File: src/auv_pkg.sv
// Package with register map, field layout, reset values and carrier types of the aux UV alert block
//
// Functional notes
// - Clear level is 14 bits at [15:2]; alert drops when result at or above it.
// - Set level is 14 bits at [15:2]; alert rises when result below it.
// - Levels apply only to aux results with reference select 1, absolute mode.
// - Set level zero never raises alert; both level registers reset to zero.
// - Set level register sits at offset 0x37, read-write, two low bits unused.
// - Comparator overvoltage level at 0x38, upper twelve bits, resets to all ones.

package auv_pkg;

    // ************************************************************
    // Bus and register map
    // ************************************************************
    localparam int ADDR_W = 8;
    localparam int DATA_W = 16;

    localparam logic [ADDR_W-1:0] OFS_UV_CLEAR  = 8'h36;
    localparam logic [ADDR_W-1:0] OFS_UV_SET    = 8'h37;
    localparam logic [ADDR_W-1:0] OFS_COMP_OV   = 8'h38;
    localparam logic [ADDR_W-1:0] OFS_IRQ_STAT  = 8'h40;
    localparam logic [ADDR_W-1:0] OFS_IRQ_MASK  = 8'h41;

    // ************************************************************
    // Field layout
    // ************************************************************
    localparam int UV_LSB   = 2;
    localparam int UV_W     = 14;
    localparam int COMP_LSB = 4;
    localparam int COMP_W   = 12;

    // ************************************************************
    // Reset values
    // ************************************************************
    localparam logic [UV_W-1:0]   UV_CLEAR_RST = 14'h0000;
    localparam logic [UV_W-1:0]   UV_SET_RST   = 14'h0000;
    localparam logic [COMP_W-1:0] COMP_OV_RST  = 12'hFFF;

    // ************************************************************
    // Interrupt status layout
    // ************************************************************
    localparam int IRQ_N        = 3;
    localparam int IRQ_UV_RISE  = 0;
    localparam int IRQ_UV_FALL  = 1;
    localparam int IRQ_COMP_OV  = 2;
    localparam logic [IRQ_N-1:0] IRQ_RST = 3'h0;

    // Reference selection code for absolute measurements
    localparam logic REF_ABSOLUTE = 1'b1;

    // ************************************************************
    // Carrier types
    // ************************************************************
    typedef struct packed {
        logic            valid;
        logic            ref_sel;
        logic [UV_W-1:0] value;
    } auv_aux_res_t;

    typedef struct packed {
        logic              valid;
        logic [COMP_W-1:0] value;
    } auv_comp_res_t;

    typedef struct packed {
        logic              wr;
        logic              rd;
        logic [ADDR_W-1:0] addr;
        logic [DATA_W-1:0] wdata;
    } auv_bus_req_t;

endpackage : auv_pkg

File: src/auv_alert_top.sv
// Threshold registers, hysteretic aux undervoltage alert and comparator overvoltage flag
//
// The address-and-strobe port was left to the implementer.
`timescale 1ns/1ps
`default_nettype none

module auv_alert_top (
    input  wire logic                       CLK_SYS_I,
    input  wire logic                       SRST_I,
    input  wire auv_pkg::auv_bus_req_t      BUS_REQ_I,
    output var  logic [auv_pkg::DATA_W-1:0] RDATA_O,
    input  wire auv_pkg::auv_aux_res_t      AUX_RES_I,
    input  wire auv_pkg::auv_comp_res_t     COMP_RES_I,
    output var  logic                       AUX_UV_ALERT_O,
    output var  logic                       COMP_OV_ALERT_O,
    output var  logic                       IRQ_O
);

    // ************************************************************
    // Behaviour notes
    // ************************************************************
    // Bus: strobes are taken at the rising edge where they stand high.
    // Read data appear one cycle after the read strobe, for one cycle.
    // Read data are zero in every cycle without a read.
    // Writes land at the strobe edge; a read in the next cycle sees them.
    // Unmapped writes are dropped and unmapped reads return zero.
    // Unused low bits of threshold words are dropped and read as zero.
    //
    // Aux results: only valid absolute results move the alert.
    // A result below the set level raises the alert.
    // A result at or above the clear level drops it.
    // Anything in between leaves the alert where it was.
    // The set compare wins, so a clear level below the set level
    // cannot make the alert toggle on one result.
    // A set level of zero can never be undercut by an unsigned result.
    //
    // Comparator results: each valid scan recomputes the flag; no band.
    // Threshold is all ones after reset, so the flag stays low.
    //
    // Interrupts: rise and fall of the alert and rise of the comparator
    // flag are the events. Status bits are sticky, cleared by writing
    // ones, and an event in the clear cycle wins. The interrupt output
    // follows the masked next status, so it moves in the same cycle as
    // the alert outputs and software sees both change together.
    //
    // Limitation: no check that software keeps clear at or above set;
    // a bad pair only degrades the hysteresis, it cannot lock the alert.

    // ************************************************************
    // Register state
    // ************************************************************
    logic [auv_pkg::UV_W-1:0]   uv_clear_q;
    logic [auv_pkg::UV_W-1:0]   uv_set_q;
    logic [auv_pkg::COMP_W-1:0] comp_ov_q;
    logic [auv_pkg::IRQ_N-1:0]  irq_stat_q;
    logic [auv_pkg::IRQ_N-1:0]  irq_stat_d;
    logic [auv_pkg::IRQ_N-1:0]  irq_mask_q;
    logic [auv_pkg::DATA_W-1:0] rdata_d;
    logic                       alert_q;
    logic                       alert_d;
    logic                       comp_ov_alert_q;
    logic                       comp_ov_alert_d;
    logic [auv_pkg::IRQ_N-1:0]  events;
    logic                       abs_valid;
    logic                       below_set;
    logic                       at_or_above_clear;
    logic                       comp_above;
    logic [auv_pkg::DATA_W-1:0] word_clear;
    logic [auv_pkg::DATA_W-1:0] word_set;
    logic [auv_pkg::DATA_W-1:0] word_comp;
    logic [auv_pkg::DATA_W-1:0] word_stat;
    logic [auv_pkg::DATA_W-1:0] word_mask;
    logic [auv_pkg::IRQ_N-1:0]  stat_clr;
    logic [auv_pkg::IRQ_N-1:0]  irq_pend;

    // Alert state; two states keep the hysteresis explicit
    typedef enum logic {
        UV_NORMAL,
        UV_LOW
    } auv_uv_state_t;

    auv_uv_state_t              uv_state_q;
    auv_uv_state_t              uv_state_d;

    // Write decode per register
    logic wr_clear;
    logic wr_set;
    logic wr_comp;
    logic wr_stat;
    logic wr_mask;

    assign wr_clear = BUS_REQ_I.wr && (BUS_REQ_I.addr == auv_pkg::OFS_UV_CLEAR);
    assign wr_set   = BUS_REQ_I.wr && (BUS_REQ_I.addr == auv_pkg::OFS_UV_SET);
    assign wr_comp  = BUS_REQ_I.wr && (BUS_REQ_I.addr == auv_pkg::OFS_COMP_OV);
    assign wr_stat  = BUS_REQ_I.wr && (BUS_REQ_I.addr == auv_pkg::OFS_IRQ_STAT);
    assign wr_mask  = BUS_REQ_I.wr && (BUS_REQ_I.addr == auv_pkg::OFS_IRQ_MASK);

    // ************************************************************
    // Threshold registers
    // ************************************************************

    // Clear level; low two bits of the word are dropped on write
    always_ff @(posedge CLK_SYS_I) begin
        if (SRST_I) begin
            uv_clear_q <= auv_pkg::UV_CLEAR_RST;
        end else if (wr_clear) begin
            uv_clear_q <= BUS_REQ_I.wdata[auv_pkg::UV_LSB +: auv_pkg::UV_W];
        end
    end

    // Set level; zero after reset keeps the check off
    always_ff @(posedge CLK_SYS_I) begin
        if (SRST_I) begin
            uv_set_q <= auv_pkg::UV_SET_RST;
        end else if (wr_set) begin
            uv_set_q <= BUS_REQ_I.wdata[auv_pkg::UV_LSB +: auv_pkg::UV_W];
        end
    end

    // Comparator overvoltage level; all ones means nothing can exceed it
    always_ff @(posedge CLK_SYS_I) begin
        if (SRST_I) begin
            comp_ov_q <= auv_pkg::COMP_OV_RST;
        end else if (wr_comp) begin
            comp_ov_q <= BUS_REQ_I.wdata[auv_pkg::COMP_LSB +: auv_pkg::COMP_W];
        end
    end

    // ************************************************************
    // Undervoltage alert with hysteresis
    // ************************************************************

    // Ratiometric results never touch the alert
    assign abs_valid = AUX_RES_I.valid && (AUX_RES_I.ref_sel == auv_pkg::REF_ABSOLUTE);

    // Compare terms kept apart so each threshold has one comparator
    assign below_set         = (AUX_RES_I.value < uv_set_q);
    assign at_or_above_clear = (AUX_RES_I.value >= uv_clear_q);

    // Set is checked first, so a misprogrammed clear below set still
    // leaves the alert high for low results rather than flickering
    always_comb begin
        uv_state_d = uv_state_q;
        case (uv_state_q)
            UV_NORMAL: begin
                if (abs_valid && below_set) begin
                    uv_state_d = UV_LOW;
                end
            end
            UV_LOW: begin
                if (abs_valid && !below_set && at_or_above_clear) begin
                    uv_state_d = UV_NORMAL;
                end
            end
            default: begin
                uv_state_d = UV_NORMAL;
            end
        endcase
    end

    // Alert starts inactive, matching the disabled check after reset
    always_ff @(posedge CLK_SYS_I) begin
        if (SRST_I) begin
            uv_state_q <= UV_NORMAL;
        end else begin
            uv_state_q <= uv_state_d;
        end
    end

    // Alert level now and next, used for output and edge events
    assign alert_q = (uv_state_q == UV_LOW);
    assign alert_d = (uv_state_d == UV_LOW);

    // ************************************************************
    // Comparator overvoltage flag
    // ************************************************************

    // Strictly above: a result equal to the threshold is not a fault
    assign comp_above = (COMP_RES_I.value > comp_ov_q);

    // Follows each comparator scan; holds between scans
    always_comb begin
        comp_ov_alert_d = comp_ov_alert_q;
        if (COMP_RES_I.valid) begin
            comp_ov_alert_d = comp_above;
        end
    end

    always_ff @(posedge CLK_SYS_I) begin
        if (SRST_I) begin
            comp_ov_alert_q <= 1'b0;
        end else begin
            comp_ov_alert_q <= comp_ov_alert_d;
        end
    end

    // ************************************************************
    // Interrupt status and mask
    // ************************************************************

    // Both edges of the undervoltage alert and the rise of the comparator flag are the events
    always_comb begin
        events                         = '0;
        events[auv_pkg::IRQ_UV_RISE]   = alert_d && !alert_q;
        events[auv_pkg::IRQ_UV_FALL]   = !alert_d && alert_q;
        events[auv_pkg::IRQ_COMP_OV]   = comp_ov_alert_d && !comp_ov_alert_q;
    end

    // Write-one-to-clear pattern taken from the bus word
    assign stat_clr = wr_stat ? BUS_REQ_I.wdata[auv_pkg::IRQ_N-1:0] : '0;

    // One sticky bit per event; set wins so no event is lost in the clear cycle
    for (genvar gi = 0; gi < auv_pkg::IRQ_N; gi++) begin : g_stat
        always_comb begin
            irq_stat_d[gi] = irq_stat_q[gi];
            if (stat_clr[gi]) begin
                irq_stat_d[gi] = 1'b0;
            end
            if (events[gi]) begin
                irq_stat_d[gi] = 1'b1;
            end
        end

        always_ff @(posedge CLK_SYS_I) begin
            if (SRST_I) begin
                irq_stat_q[gi] <= auv_pkg::IRQ_RST[gi];
            end else begin
                irq_stat_q[gi] <= irq_stat_d[gi];
            end
        end
    end

    always_ff @(posedge CLK_SYS_I) begin
        if (SRST_I) begin
            irq_mask_q <= auv_pkg::IRQ_RST;
        end else if (wr_mask) begin
            irq_mask_q <= BUS_REQ_I.wdata[auv_pkg::IRQ_N-1:0];
        end
    end

    // Pending events that software has enabled
    assign irq_pend = irq_stat_d & irq_mask_q;

    // Registered so the output is glitch free; built from next status
    // so it rises in the same cycle as the status bit
    always_ff @(posedge CLK_SYS_I) begin
        if (SRST_I) begin
            IRQ_O <= 1'b0;
        end else begin
            IRQ_O <= |irq_pend;
        end
    end

    // ************************************************************
    // Read path
    // ************************************************************

    // Each register's word laid out in place; unused bits read zero
    always_comb begin
        word_clear = '0;
        word_set   = '0;
        word_comp  = '0;
        word_stat  = '0;
        word_mask  = '0;
        word_clear[auv_pkg::UV_LSB +: auv_pkg::UV_W]     = uv_clear_q;
        word_set[auv_pkg::UV_LSB +: auv_pkg::UV_W]       = uv_set_q;
        word_comp[auv_pkg::COMP_LSB +: auv_pkg::COMP_W]  = comp_ov_q;
        word_stat[auv_pkg::IRQ_N-1:0]                    = irq_stat_q;
        word_mask[auv_pkg::IRQ_N-1:0]                    = irq_mask_q;
    end

    // Unmapped addresses read zero; data stand one cycle only
    always_comb begin
        rdata_d = '0;
        if (BUS_REQ_I.rd) begin
            case (BUS_REQ_I.addr)
                auv_pkg::OFS_UV_CLEAR: begin
                    rdata_d = word_clear;
                end
                auv_pkg::OFS_UV_SET: begin
                    rdata_d = word_set;
                end
                auv_pkg::OFS_COMP_OV: begin
                    rdata_d = word_comp;
                end
                auv_pkg::OFS_IRQ_STAT: begin
                    rdata_d = word_stat;
                end
                auv_pkg::OFS_IRQ_MASK: begin
                    rdata_d = word_mask;
                end
                default: begin
                    rdata_d = '0;
                end
            endcase
        end
    end

    always_ff @(posedge CLK_SYS_I) begin
        if (SRST_I) begin
            RDATA_O <= '0;
        end else begin
            RDATA_O <= rdata_d;
        end
    end

    // ************************************************************
    // Output drive
    // ************************************************************

    // Undervoltage alert pin copy, taken from the next state
    always_ff @(posedge CLK_SYS_I) begin
        if (SRST_I) begin
            AUX_UV_ALERT_O <= 1'b0;
        end else begin
            AUX_UV_ALERT_O <= alert_d;
        end
    end

    // Comparator flag pin copy, in step with its status event
    always_ff @(posedge CLK_SYS_I) begin
        if (SRST_I) begin
            COMP_OV_ALERT_O <= 1'b0;
        end else begin
            COMP_OV_ALERT_O <= comp_ov_alert_d;
        end
    end

endmodule : auv_alert_top

`default_nettype wire

File: config.mk
export PLATFORM = sky130hd
export DESIGN_NAME = auv_alert_top
export DESIGN_NICKNAME = d
export VERILOG_FILES = /design/src/auv_pkg.sv /design/src/auv_alert_top.sv
export SDC_FILE = /design/constraint.sdc
export NUM_CORES = 1
export LEC_CHECK = 0
export ABC_AREA = 1
export ABC_CLOCK_PERIOD_IN_PS = 4400
export BUFFER_PORTS_ARGS = -buffer_cell sky130_fd_sc_hd__buf_2
export CORE_ASPECT_RATIO = 0.75
export CORE_MARGIN = 10
export CORE_UTILIZATION = 46
export CTS_BUF_LIST = sky130_fd_sc_hd__clkbuf_4
export CTS_CLUSTER_SIZE = 14
export DETAILED_ROUTE_END_ITERATION = 8
export GPL_ROUTABILITY_DRIVEN = 0
export GPL_TIMING_DRIVEN = 0
export PLACE_DENSITY = 0.7
export SLEW_MARGIN = 20
export SYNTH_ARGS = -nofsm -noshare
export SYNTH_HDL_FRONTEND = slang
export SYNTH_SLANG_ARGS = --single-unit
File: constraint.sdc
create_clock -name CLK_SYS_I -period 4.4 [get_ports CLK_SYS_I]
set_input_delay 0.44 -clock CLK_SYS_I [delete_from_list [all_inputs] [get_ports CLK_SYS_I]]
set_output_delay 0.44 -clock CLK_SYS_I [all_outputs]
set_load 0.01 [all_outputs]
; ---- After elaboration in Yosys (flattened, before gate mapping)
; Cells that the tools add are included.
[word_totals]
register_bits = 65
in_bits = 57
output_inout_bits = 19
word_cells = 52
[op_classes]
magnitude_cmp = 3
n_eq_ne = 5
mux = 12
n_bitwise = 3
reduce_logical = 18
[ops]
columns = op, n
row1 = one-hot mux 16 bit (5 select lines), 1
row2 = == test 8 x 6 -> 1 bit (second input constant), 3
row3 = == test 8 x 7 -> 1 bit (second input constant), 2
row4 = greater-or-equal comparator 14 bit, 1
row5 = < comparator 14 bit, 1
row6 = > comparator 12 bit, 1
row7 = logical AND 1 bit, 12
row8 = two-way mux 1 bit, 9
row9 = logical NOT 1 bit, 4
row10 = AND 3 bit, 1
row11 = two-way mux 3 bit, 1
row12 = OR reduction 3 bit, 1
row13 = NOT 1 bit, 2
row14 = one-hot mux 1 bit (2 select lines), 1
row15 = OR reduction 2 bit, 1

; ---- Depth between registers and ports, before layout
; Gate-level depths: netlist of run 1.
[logic_depth]
word_depth = 11
mapped_depth = 14
depth_no_buf = 14

; ---- Worst setup path before layout of run 1
; OpenSTA, ideal clock, no wires.
[synth_path]
path_type = input port to flip-flop
startpoint = in AUX_RES_I[13] (netlist bit)
endpoint = reg IRQ_O
setup_time_ns = 0.114
t_arrival_ns = 1.466
required_time_ns = 4.286
setup_slack_ns = 2.820
stages = 12
n_path_buf = 0
cell_sequence = ha_1 -> nand2_1 -> nor2_1 -> nand2_1 -> nor2_1 -> nand2_1 -> nand3_1 -> nand2_1 -> nand3_1 -> nand2_1 -> inv_1 -> nand2_1
[synth_via]
elab_chain_len = 11
word_cells_on_any_way = 16
classes_between = 2 x order compare / 5 x mux / 1 x bitwise / 8 x reduce/logical
[synth_rtl]
columns = element, line_no
row1 = start: declaration, auv_alert_top.sv:12  ; input wire auv_pkg::auv_aux_res_t AUX_RES_I,
row2 = < comparator 14 bit, auv_alert_top.sv:137  ; assign below_set = (AUX_RES_I.value < uv_set_q);
row3 = logical NOT 1 bit, auv_alert_top.sv:151  ; if (abs_valid && !below_set && at_or_above_clear) begin
row4 = logical AND 1 bit (2 in a row), auv_alert_top.sv:151
row5 = two-way mux 1 bit, auv_alert_top.sv:151
row6 = one-hot mux 1 bit (2 select lines) (*), auv_alert_top.sv:144  ; case (uv_state_q)
row7 = logical NOT 1 bit, auv_alert_top.sv:205  ; events[auv_pkg::IRQ_UV_FALL] = !alert_d && alert_q;
row8 = logical AND 1 bit, auv_alert_top.sv:205
row9 = two-way mux 1 bit, auv_alert_top.sv:219  ; if (events[gi]) begin
row10 = AND 3 bit (*), auv_alert_top.sv:242  ; assign irq_pend = irq_stat_d & irq_mask_q;
row11 = OR reduction 3 bit (*), auv_alert_top.sv:250  ; IRQ_O <= |irq_pend;
row12 = end signal: assignment, auv_alert_top.sv:250
row13 = end: declaration, auv_alert_top.sv:16  ; output var logic IRQ_O
; Every way passes the cells marked *; elsewhere a longest branch is shown, timed or not.
; A chain may end at the register's enable or synchronous reset.

; ---- Final worst setup path of run 1
[layout_path]
startpoint = reg uv_set_q[12] (netlist bit)
endpoint = reg IRQ_O
[layout_via]
elab_chain_len = 11
word_cells_on_any_way = 15
classes_between = 1 x order compare / 5 x mux / 1 x bitwise / 8 x reduce/logical
[layout_rtl]
columns = element, line_no
row1 = start: declaration, auv_alert_top.sv:53  ; logic [auv_pkg::UV_W-1:0] uv_set_q;
row2 = start signal: assignment, auv_alert_top.sv:114  ; uv_set_q <= auv_pkg::UV_SET_RST;
row3 = start signal: assignment, auv_alert_top.sv:116  ; uv_set_q <= BUS_REQ_I.wdata[auv_pkg::UV_LSB +: auv_pkg::UV_W];
row4 = < comparator 14 bit (*), auv_alert_top.sv:137
row5 = logical NOT 1 bit, auv_alert_top.sv:151
row6 = logical AND 1 bit (2 in a row), auv_alert_top.sv:151
row7 = two-way mux 1 bit, auv_alert_top.sv:151
row8 = one-hot mux 1 bit (2 select lines) (*), auv_alert_top.sv:144
row9 = logical NOT 1 bit, auv_alert_top.sv:205
row10 = logical AND 1 bit, auv_alert_top.sv:205
row11 = two-way mux 1 bit, auv_alert_top.sv:219
row12 = AND 3 bit (*), auv_alert_top.sv:242
row13 = OR reduction 3 bit (*), auv_alert_top.sv:250
; Marks and branches as above.

==> results of run 1 <==
-- layer usage --
layer | vias up | wire [µm]
li1 | 1762 | -
met1 | 1571 | 5020
met2 | 167 | 4340
met3 | 16 | 1040
met4 | 0 | 139
met5 | - | 0
-- registers in the layout, indices dropped and copies added, names as in the netlist --
| register | cells |
|---|---|
| AUX_UV_ALERT_O | 1 |
| COMP_OV_ALERT_O | 1 |
| IRQ_O | 1 |
| RDATA_O | 16 |
| comp_ov_q | 12 |
| irq_mask_q | 3 |
| irq_stat_q | 3 |
| uv_clear_q | 14 |
| uv_set_q | 14 |
-- path summary, 6_finish.rpt --
| kind | startpoint | to | slack (ps) | cells past startpoint |
|---|---|---|---|---|
| hold reg to reg | irq_stat_q[0]$_SDFF_PP0_ | RDATA_O[0]$_SDFF_PP0_ | 480 | 2 |
| setup / recovery | uv_set_q[12]$_SDFFE_PP0P_ | IRQ_O$_SDFF_PP0_ | 2530 | 13 |
| setup reg to reg | uv_set_q[12]$_SDFFE_PP0P_ | IRQ_O$_SDFF_PP0_ | 2530 | 13 |
| hold / removal | BUS_REQ_I[14] | comp_ov_q[10]$_SDFFE_PP1P_ | 270 | 3 |
-- where the power goes --
group          internal [W]  leakage, nW  total, W  switching (W)
logic             0.0000472         1.47  0.000117      0.0000701
registers          0.000590        0.524  0.000591    0.000000990
clock network      0.000176       0.0698  0.000400       0.000224
-- cells in the mapped netlist, drive strengths merged --
cell	n	area share, %
nor4	2	0.77
nand2	90	9.8
inv	81	8.5
o221ai	1	0.25
o21a	1	0.21
buf	8	1.8
a21oi	70	9.8
clkbuf	5	0.53
nor3	2	0.74
and2	1	0.18
ha	39	14
o22ai	11	1.9
o21ai	47	6.8
nand3	20	3.1
o21bai	1	0.21
dfxtp	65	37
nand4	4	0.70
o211ai	1	0.21
nor2	35	4.0
-- area by class of cell --
class	instances	area [µm²]	area share, %
buffer	13	82.6	1.97
clock buffer	10	75.1	1.79
clock inverter	6	58.8	1.40
inverter	81	304	7.26
multi-input combinational	325	1870	44.7
sequential	65	1300	31.1
tap	101	126	3.02
timing repair buffer	74	370	8.84
-- critical path, cell delays in order, from the launching register on --
cell and delay [ps]:
dfxtp_1 330, inv_1 80, ha_1 290, nand2_1 70, nor2_1 200, nand2_1 80, nor2_1 100, nand2_1 70
nand3_1 220, nand2_1 90, nand3_1 80, nand2_1 60, inv_1 50, nand2_1 40
-- kinds of logic after synthesis --
kind of cell	synth area share, %
and+or+nand+nor	19.4
AOI/OAI and AO/OA	19.5
buffers and inverters	10.9
DFF	36.6
adders and majority gates	13.7
-- metrics by stage --
step | hold slack, ps | std cells
floorplan | 439 | 484
global placement | 457 | 659
detailed placement | 457 | 659
CTS | 264 | 675
global route | 251 | 675
finish | 275 | 675
==> impl_metrics.yaml, run 1 <==
clock_tree:
  cts_tree: "yes"
  cts_sinks: 65
  clk_pin_slew_worst_paths_ps: 120
  root_buffer: "clkbuf_4"
  htreeDepth: 3
  ctsLongestPathBuffers: 2
  insertion_delay_ps: 420
  cts_setup_buffers: 0
  numCtsBuffers: 9
  ctsHoldBuffers: 0
  postCtsResizedCells: 0
synthesis:
  synth-seq-cells: 65
  syn_avg_cell_area_um2: 7.35
  yosys_warnings: 0
  ys_seq_area_share_pct: 36.6
  syn_area_um2: 3560
  syn_inst: 484
  syn_nets: 580
  synth_cell_types: 31
floorplanning:
  die_x_um: 122
  initial_core_util_pct: 47.9
  chipHeight_um: 96.2
  rows: 27
  boundaryPins: 76
  core_um2: 7430
  die_area_um2: 11700
global_routing:
  grt_util_met1_pct: 24.6
  antenna_found_initial: 0
  grt_most_used_layer: "met2"
  grt_overflow: 0
  met2_usage_pct: 26.8
  grt_max_degree: 12
  grt_pass1_vias: 3304
  grt.total_usage_pct: 18.2
  use_met3_pct: 6.26
  grt_pass1_wl_mm: 16.8
layout:
  n_antenna_cell: 0
  n_fill_cell: 742
  layout_commonest_cell: "nand2_1"
  nets: 665
  drive_gt1_share_pct: 19.5
  final_cell_mix: "nand2_1, inv_1, buf_2"
  stdcell_area_um2: 4190
  syn_to_final_growth_pct: 17.7
  utilization_pct: 56.4
routing:
  finalWirelength_mm: 10.5
  drtIter0Drc: 368
  vias: 3516
  wl_per_cell_um: 15.6
  first_pass_iters: 6
  viasPerCell: 5.21
  ant_nets: 0
  drc: 0
timing:
  slew_violations: 0
  setup_viol: 0
  max_freq_ghz: 0.535
  fin_crit_sh_pct: 42.5
  worstMarginPinSlew_ps: 602
  fin_setup_tns_ps: 0
  skew_ps: 16.9
  rsz0062_at_grt: "no"
  min_period_ps: 1870
  relSlewSlack_pct: 59.9
  hold_viol: 0
  finalWorstSetupSlack_ps: 2530
setup_path:
  cp-start-kind: "register"
  critPathKind: "register to register"
  crit_required_ps: 4720
  path_max_fanout: 3
  arrival_ps: 2190
  end_kind: "register"
place:
  dpl_cell_area_um2: 4060
  hpwlAfterDp_mm: 8.54
  place_ws_ps: 2380
  numPortBuffers: 74
outcome:
  status: "completed"
power:
  ir_drop_mv: 0.108
  power_w: 0.00111
  p_leak_nw: 2.06
  p_per_area_nw_per_um2: 265
min_path:
  min_path_type: "input pin to register"
flow_run:
  max_cap_violations: 0
(Power assumes the default switching activity.)
==> inputs of run 2 (changes only) <==
--- a/config.mk
+++ b/config.mk
@@ -6,7 +6,7 @@
 export NUM_CORES = 1
 export LEC_CHECK = 0
 export ABC_AREA = 1
-export ABC_CLOCK_PERIOD_IN_PS = 4400
+export ABC_CLOCK_PERIOD_IN_PS = 2000
 export BUFFER_PORTS_ARGS = -buffer_cell sky130_fd_sc_hd__buf_2
 export CORE_ASPECT_RATIO = 0.75
 export CORE_MARGIN = 10
==> constraint.sdc (replaced) <==
create_clock -name CLK_SYS_I -period 2 [get_ports CLK_SYS_I]
set_input_delay 0.2 -clock CLK_SYS_I [delete_from_list [all_inputs] [get_ports CLK_SYS_I]]
set_output_delay 0.2 -clock CLK_SYS_I [all_outputs]
set_load 0.01 [all_outputs]
==> impl_metrics.yaml, run 2 (synthesis gave the netlist of run 1 again) <==
layout:
  final_cells: 675
  top_regs: "RDATA_O x16, uv_clear_q x14, uv_set_q x14"
  utilization_pct: 56.4
  n_antenna_cell: 0
  top_register: "RDATA_O"
  drive_gt1_share_pct: 19.7
  layout_commonest_cell: "nand2_1"
  multi_input_area_um2: 1880
  final_cell_mix: "nand2_1, inv_1, buf_2"
  largest_reg_flops: 16
  n_fill_cell: 742
  syn_to_final_growth_pct: 17.9
  nets: 665
  seq_area_um2: 1300
floorplanning:
  die_x_um: 122
  initial_core_util_pct: 47.9
  rows: 27
  die_area_um2: 11700
  chipHeight_um: 96.2
  boundaryPins: 76
  core_um2: 7430
timing:
  slew_violations: 0
  hold_viol: 0
  min_period_ps: 1820
  setup_viol: 0
  relSlewSlack_pct: 59.9
  worstMarginPinSlew_ps: 601
  max_freq_ghz: 0.549
  fin_crit_sh_pct: 91.1
  skew_ps: 16.0
routing:
  ant_nets: 0
  drc: 0
  first_pass_iters: 6
  wl_per_cell_um: 15.6
  vias: 3510
  finalWirelength_mm: 10.5
  viasPerCell: 5.20
  drtIter0Drc: 406
global_routing:
  grt_overflow: 0
  antenna_found_initial: 0
  grt_pass1_vias: 3304
  grt_pass1_wl_mm: 16.8
  grt.total_usage_pct: 18.2
  grt_max_degree: 12
min_path:
  whs_path_depth: 3
  hold_end: "comp_ov_q[10]$_SDFFE_PP1P_"
  hold_start: "BUS_REQ_I[14]"
  min_path_type: "input pin to register"
outcome:
  status: "completed"
setup_path:
  crit_required_ps: 2370
  reg2regPathDepth: 12
  rrSetupSlack_ps: 180
  critPathKind: "register to register"
  path_max_fanout: 3
  end_kind: "register"
  reg2reg_from: "uv_set_q[12]$_SDFFE_PP0P_"
  regToRegEndpoint: "IRQ_O$_SDFF_PP0_"
  cp-start-kind: "register"
  arrival_ps: 2200
flow_run:
  max_cap_violations: 0
power:
  ir_drop_mv: 0.238
  p_leak_nw: 2.06
  p_per_area_nw_per_um2: 581
clock_tree:
  cts_setup_buffers: 0
  numCtsBuffers: 9
  root_buffer: "clkbuf_4"
  insertion_delay_ps: 430
  cts_sinks: 65
  clk_pin_slew_worst_paths_ps: 120
  cts_tree: "yes"
  htreeDepth: 3
  postCtsResizedCells: 0
  ctsHoldBuffers: 0
  ctsLongestPathBuffers: 2
place:
  place_inst: 659
  numPortBuffers: 74
  hpwlAfterDp_mm: 8.54
-- run 2: cell counts in the layout (fill, tap and decap cells not counted) --
No cell type changed its count.
-- run 2: worst max path at each step --
stage,startpoint,to,slack [ps],depth (start not counted)
detailed placement,uv_set_q[13]$_SDFFE_PP0P_,IRQ_O$_SDFF_PP0_,150,13
floorplan,uv_set_q[13]$_SDFFE_PP0P_,IRQ_O$_SDFF_PP0_,510,13
global placement,uv_set_q[13]$_SDFFE_PP0P_,IRQ_O$_SDFF_PP0_,230,13
finish,uv_set_q[12]$_SDFFE_PP0P_,IRQ_O$_SDFF_PP0_,180,12
CTS,uv_set_q[13]$_SDFFE_PP0P_,IRQ_O$_SDFF_PP0_,140,13
global route,uv_set_q[13]$_SDFFE_PP0P_,IRQ_O$_SDFF_PP0_,-5,12
-- run 2: per-stage QoR --
step	setup WS, ps	power (W)	setup TNS, ps	hold slack [ps]	cell area, µm²
after floorplan	506	0.00147	0	326	3560
after global placement	235	0.00157	0	457	4060
after detailed placement	153	0.00159	0	457	4060
after CTS	142	0.00244	0	23.5	4190
after global routing	-4.70	0.00255	-4.70	11.0	4190
final	178	0.00243	0	32.4	4190
-- run 2: layer usage --
metal	up-vias	wire [µm]	track usage [%]
met4	0	142	5.15
li1	1760	-	-
met3	16	988	6.26
met2	157	4340	26.8
met5	-	0	0
met1	1577	5060	24.6
-- run 2: worst max-delay path, cell delays in order (launching register included) --
cell	delay, ps
dfxtp_1	330
inv_1	90
ha_1	290
nand2_1	70
nor2_1	200
nand2_1	80
nor2_1	90
nand2_1	90
nand2_1	90
nand4_1	160
nand2_1	120
nand3_1	70
nand2_1	70
-- run 2: where the power goes --
group	switching (W)	leakage, nW	internal, W
clock	0.000490	0.0698	0.000386
sequential	0.00000225	0.524	0.00130
combinational	0.000155	1.47	0.000104
total	0.000647	2.06	0.00179
-- run 2: area by class of cell --
class / count / share of cell area (%)
multi-input cells: 325 / 44.7
inverters: 81 / 7.25
clock buffers: 10 / 1.79
well taps: 101 / 3.01
flip-flops and latches: 65 / 31.0
repair buffers: 74 / 8.83
clock inverters: 6 / 1.40
plain buffers: 13 / 1.97
==> inputs of run 3 (changes only) <==
--- a/config.mk
+++ b/config.mk
@@ -7,16 +7,16 @@
 export LEC_CHECK = 0
 export ABC_AREA = 1
 export ABC_CLOCK_PERIOD_IN_PS = 2000
-export BUFFER_PORTS_ARGS = -buffer_cell sky130_fd_sc_hd__buf_2
 export CORE_ASPECT_RATIO = 0.75
 export CORE_MARGIN = 10
-export CORE_UTILIZATION = 46
+export CORE_UTILIZATION = 35
 export CTS_BUF_LIST = sky130_fd_sc_hd__clkbuf_4
 export CTS_CLUSTER_SIZE = 14
 export DETAILED_ROUTE_END_ITERATION = 8
+export DONT_BUFFER_PORTS = 1
 export GPL_ROUTABILITY_DRIVEN = 0
 export GPL_TIMING_DRIVEN = 0
-export PLACE_DENSITY = 0.7
+export PLACE_DENSITY = 0.5
 export SLEW_MARGIN = 20
 export SYNTH_ARGS = -nofsm -noshare
 export SYNTH_HDL_FRONTEND = slang
==> impl_metrics.yaml, run 3 (synthesis gave the netlist of run 1 again) <==
outcome:
  status: "completed"
setup_path:
  arrival_ps: 2160
  cp-start-kind: "register"
  critPathKind: "register to register"
  path_max_fanout: 3
  end_kind: "register"
  crit_required_ps: 2380
routing:
  vias: 3307
  finalWirelength_mm: 11.4
  viasPerCell: 5.06
  ant_nets: 0
  drtIter0Drc: 302
  first_pass_iters: 5
  drc: 0
  wl_per_cell_um: 17.4
timing:
  skew_ps: 14.4
  rsz0062_at_grt: "no"
  slew_violations: 0
  setup_viol: 0
  relSlewSlack_pct: 57.6
  hold_viol: 0
  fin_crit_sh_pct: 88.9
  min_period_ps: 1780
  worstMarginPinSlew_ps: 633
  fin_setup_tns_ps: 0
  max_freq_ghz: 0.563
global_routing:
  grt_overflow: 0
  grt.total_usage_pct: 15.8
  grt_pass1_vias: 3184
  grt_pass1_wl_mm: 17.8
  antenna_found_initial: 0
  grt_max_degree: 14
layout:
  drive_gt1_share_pct: 8.24
  n_antenna_cell: 0
  syn_to_final_growth_pct: 17.0
  top_regs: "RDATA_O x16, uv_clear_q x14, uv_set_q x14"
  stdcell_area_um2: 4160
  largest_reg_flops: 16
  top_register: "RDATA_O"
  layout_commonest_cell: "nand2_1"
  nets: 613
  n_fill_cell: 1050
  final_cell_mix: "nand2_1, inv_1, a21oi_1"
floorplanning:
  die_area_um2: 14600
  die_x_um: 136
  rows: 31
  boundaryPins: 76
  initial_core_util_pct: 36.4
  chipHeight_um: 107
  core_um2: 9770
clock_tree:
  insertion_delay_ps: 430
  ctsLongestPathBuffers: 2
  cts_tree: "yes"
  htreeDepth: 3
  numCtsBuffers: 9
  clk_pin_slew_worst_paths_ps: 130
  root_buffer: "clkbuf_4"
  cts_sinks: 65
min_path:
  min_path_type: "input pin to register"
power:
  p_per_area_nw_per_um2: 689
  p_leak_nw: 1.87
  ir_drop_mv: 0.314
place:
  numPortBuffers: 0
  hpwlAfterDp_mm: 9.06
  dpl_cell_area_um2: 3720
flow_run:
  max_cap_violations: 0
run 3: metal layers:
layer / routed length (µm) / track usage (%) / vias to the layer above
met2: 4580 / 21.8 / 137
met3: 1150 / 6.39 / 5
met1: 5560 / 22.3 / 1503
met4: 76 / 3.34 / 0
li1: - / - / 1662
met5: 0 / 0 / -
run 3: worst paths after layout:
path / from / endpoint / slack (ps) / cells past startpoint
setup / recovery: comp_ov_q[11]$_SDFFE_PP1P_ / IRQ_O$_SDFF_PP0_ / 220 / 13
setup reg to reg: comp_ov_q[11]$_SDFFE_PP1P_ / IRQ_O$_SDFF_PP0_ / 220 / 13
hold reg to reg: irq_stat_q[0]$_SDFF_PP0_ / RDATA_O[0]$_SDFF_PP0_ / 480 / 2
hold / removal: BUS_REQ_I[2] / irq_stat_q[2]$_SDFF_PP0_ / 20 / 3
run 3: layout make-up:
| cell class | instances | area (µm²) | share of cell area [%] |
|---|---|---|---|
| clock inverter | 7 | 149 | 3.58 |
| tap | 132 | 165 | 3.97 |
| inverter | 81 | 304 | 7.30 |
| multi-input combinational | 325 | 1880 | 45.1 |
| buffer | 13 | 82.6 | 1.98 |
| sequential | 65 | 1300 | 31.3 |
| clock buffer | 9 | 67.6 | 1.62 |
| timing repair buffer | 22 | 215 | 5.17 |
run 3: worst max-delay path, stage by stage, from the launching register on:
cell	delay, ps
dfxtp_1	330
inv_1	80
ha_1	310
nand2_1	70
nor2_1	200
and2_1	160
nand2_1	50
nand3_1	100
nand3_1	160
nand2_1	90
nand2_1	50
nand2_1	50
inv_1	40
nand2_1	50
run 3: report_power, final:
group / total (W) / internal [W] / switching, W
Clock: 0.00134 / 0.000775 / 0.000563
Sequential: 0.00130 / 0.00130 / 0.00000289
Combinational: 0.000226 / 0.0000928 / 0.000133
Total: 0.00287 / 0.00217 / 0.000699
run 3: what timing repair did:
action                                  in CTS  in global routing
endpoints found under the hold margin       49                  0
hold buffers                                20                  0
gates resized for setup                      0                  2
endpoints found under the setup margin       0                  1
setup buffers                                0                  2
run 3: stage by stage:
| stage | power (W) | util [%] | hold slack (ps) | cells | setup WS [ps] |
|---|---|---|---|---|---|
| 2_1_floorplan | 0.00147 | - | 326 | 484 | 506 |
| 3_3_place_gp | 0.00150 | 38.1 | 328 | 616 | 165 |
| 3_5_place_dp | 0.00151 | 38.1 | 335 | 616 | 178 |
| 4_1_cts | 0.00289 | 42.4 | 0.0624 | 652 | 162 |
| 5_1_grt | 0.00298 | 42.6 | 3.08 | 654 | 23.8 |
| 6_report | 0.00287 | 42.6 | 19.5 | 654 | 222 |
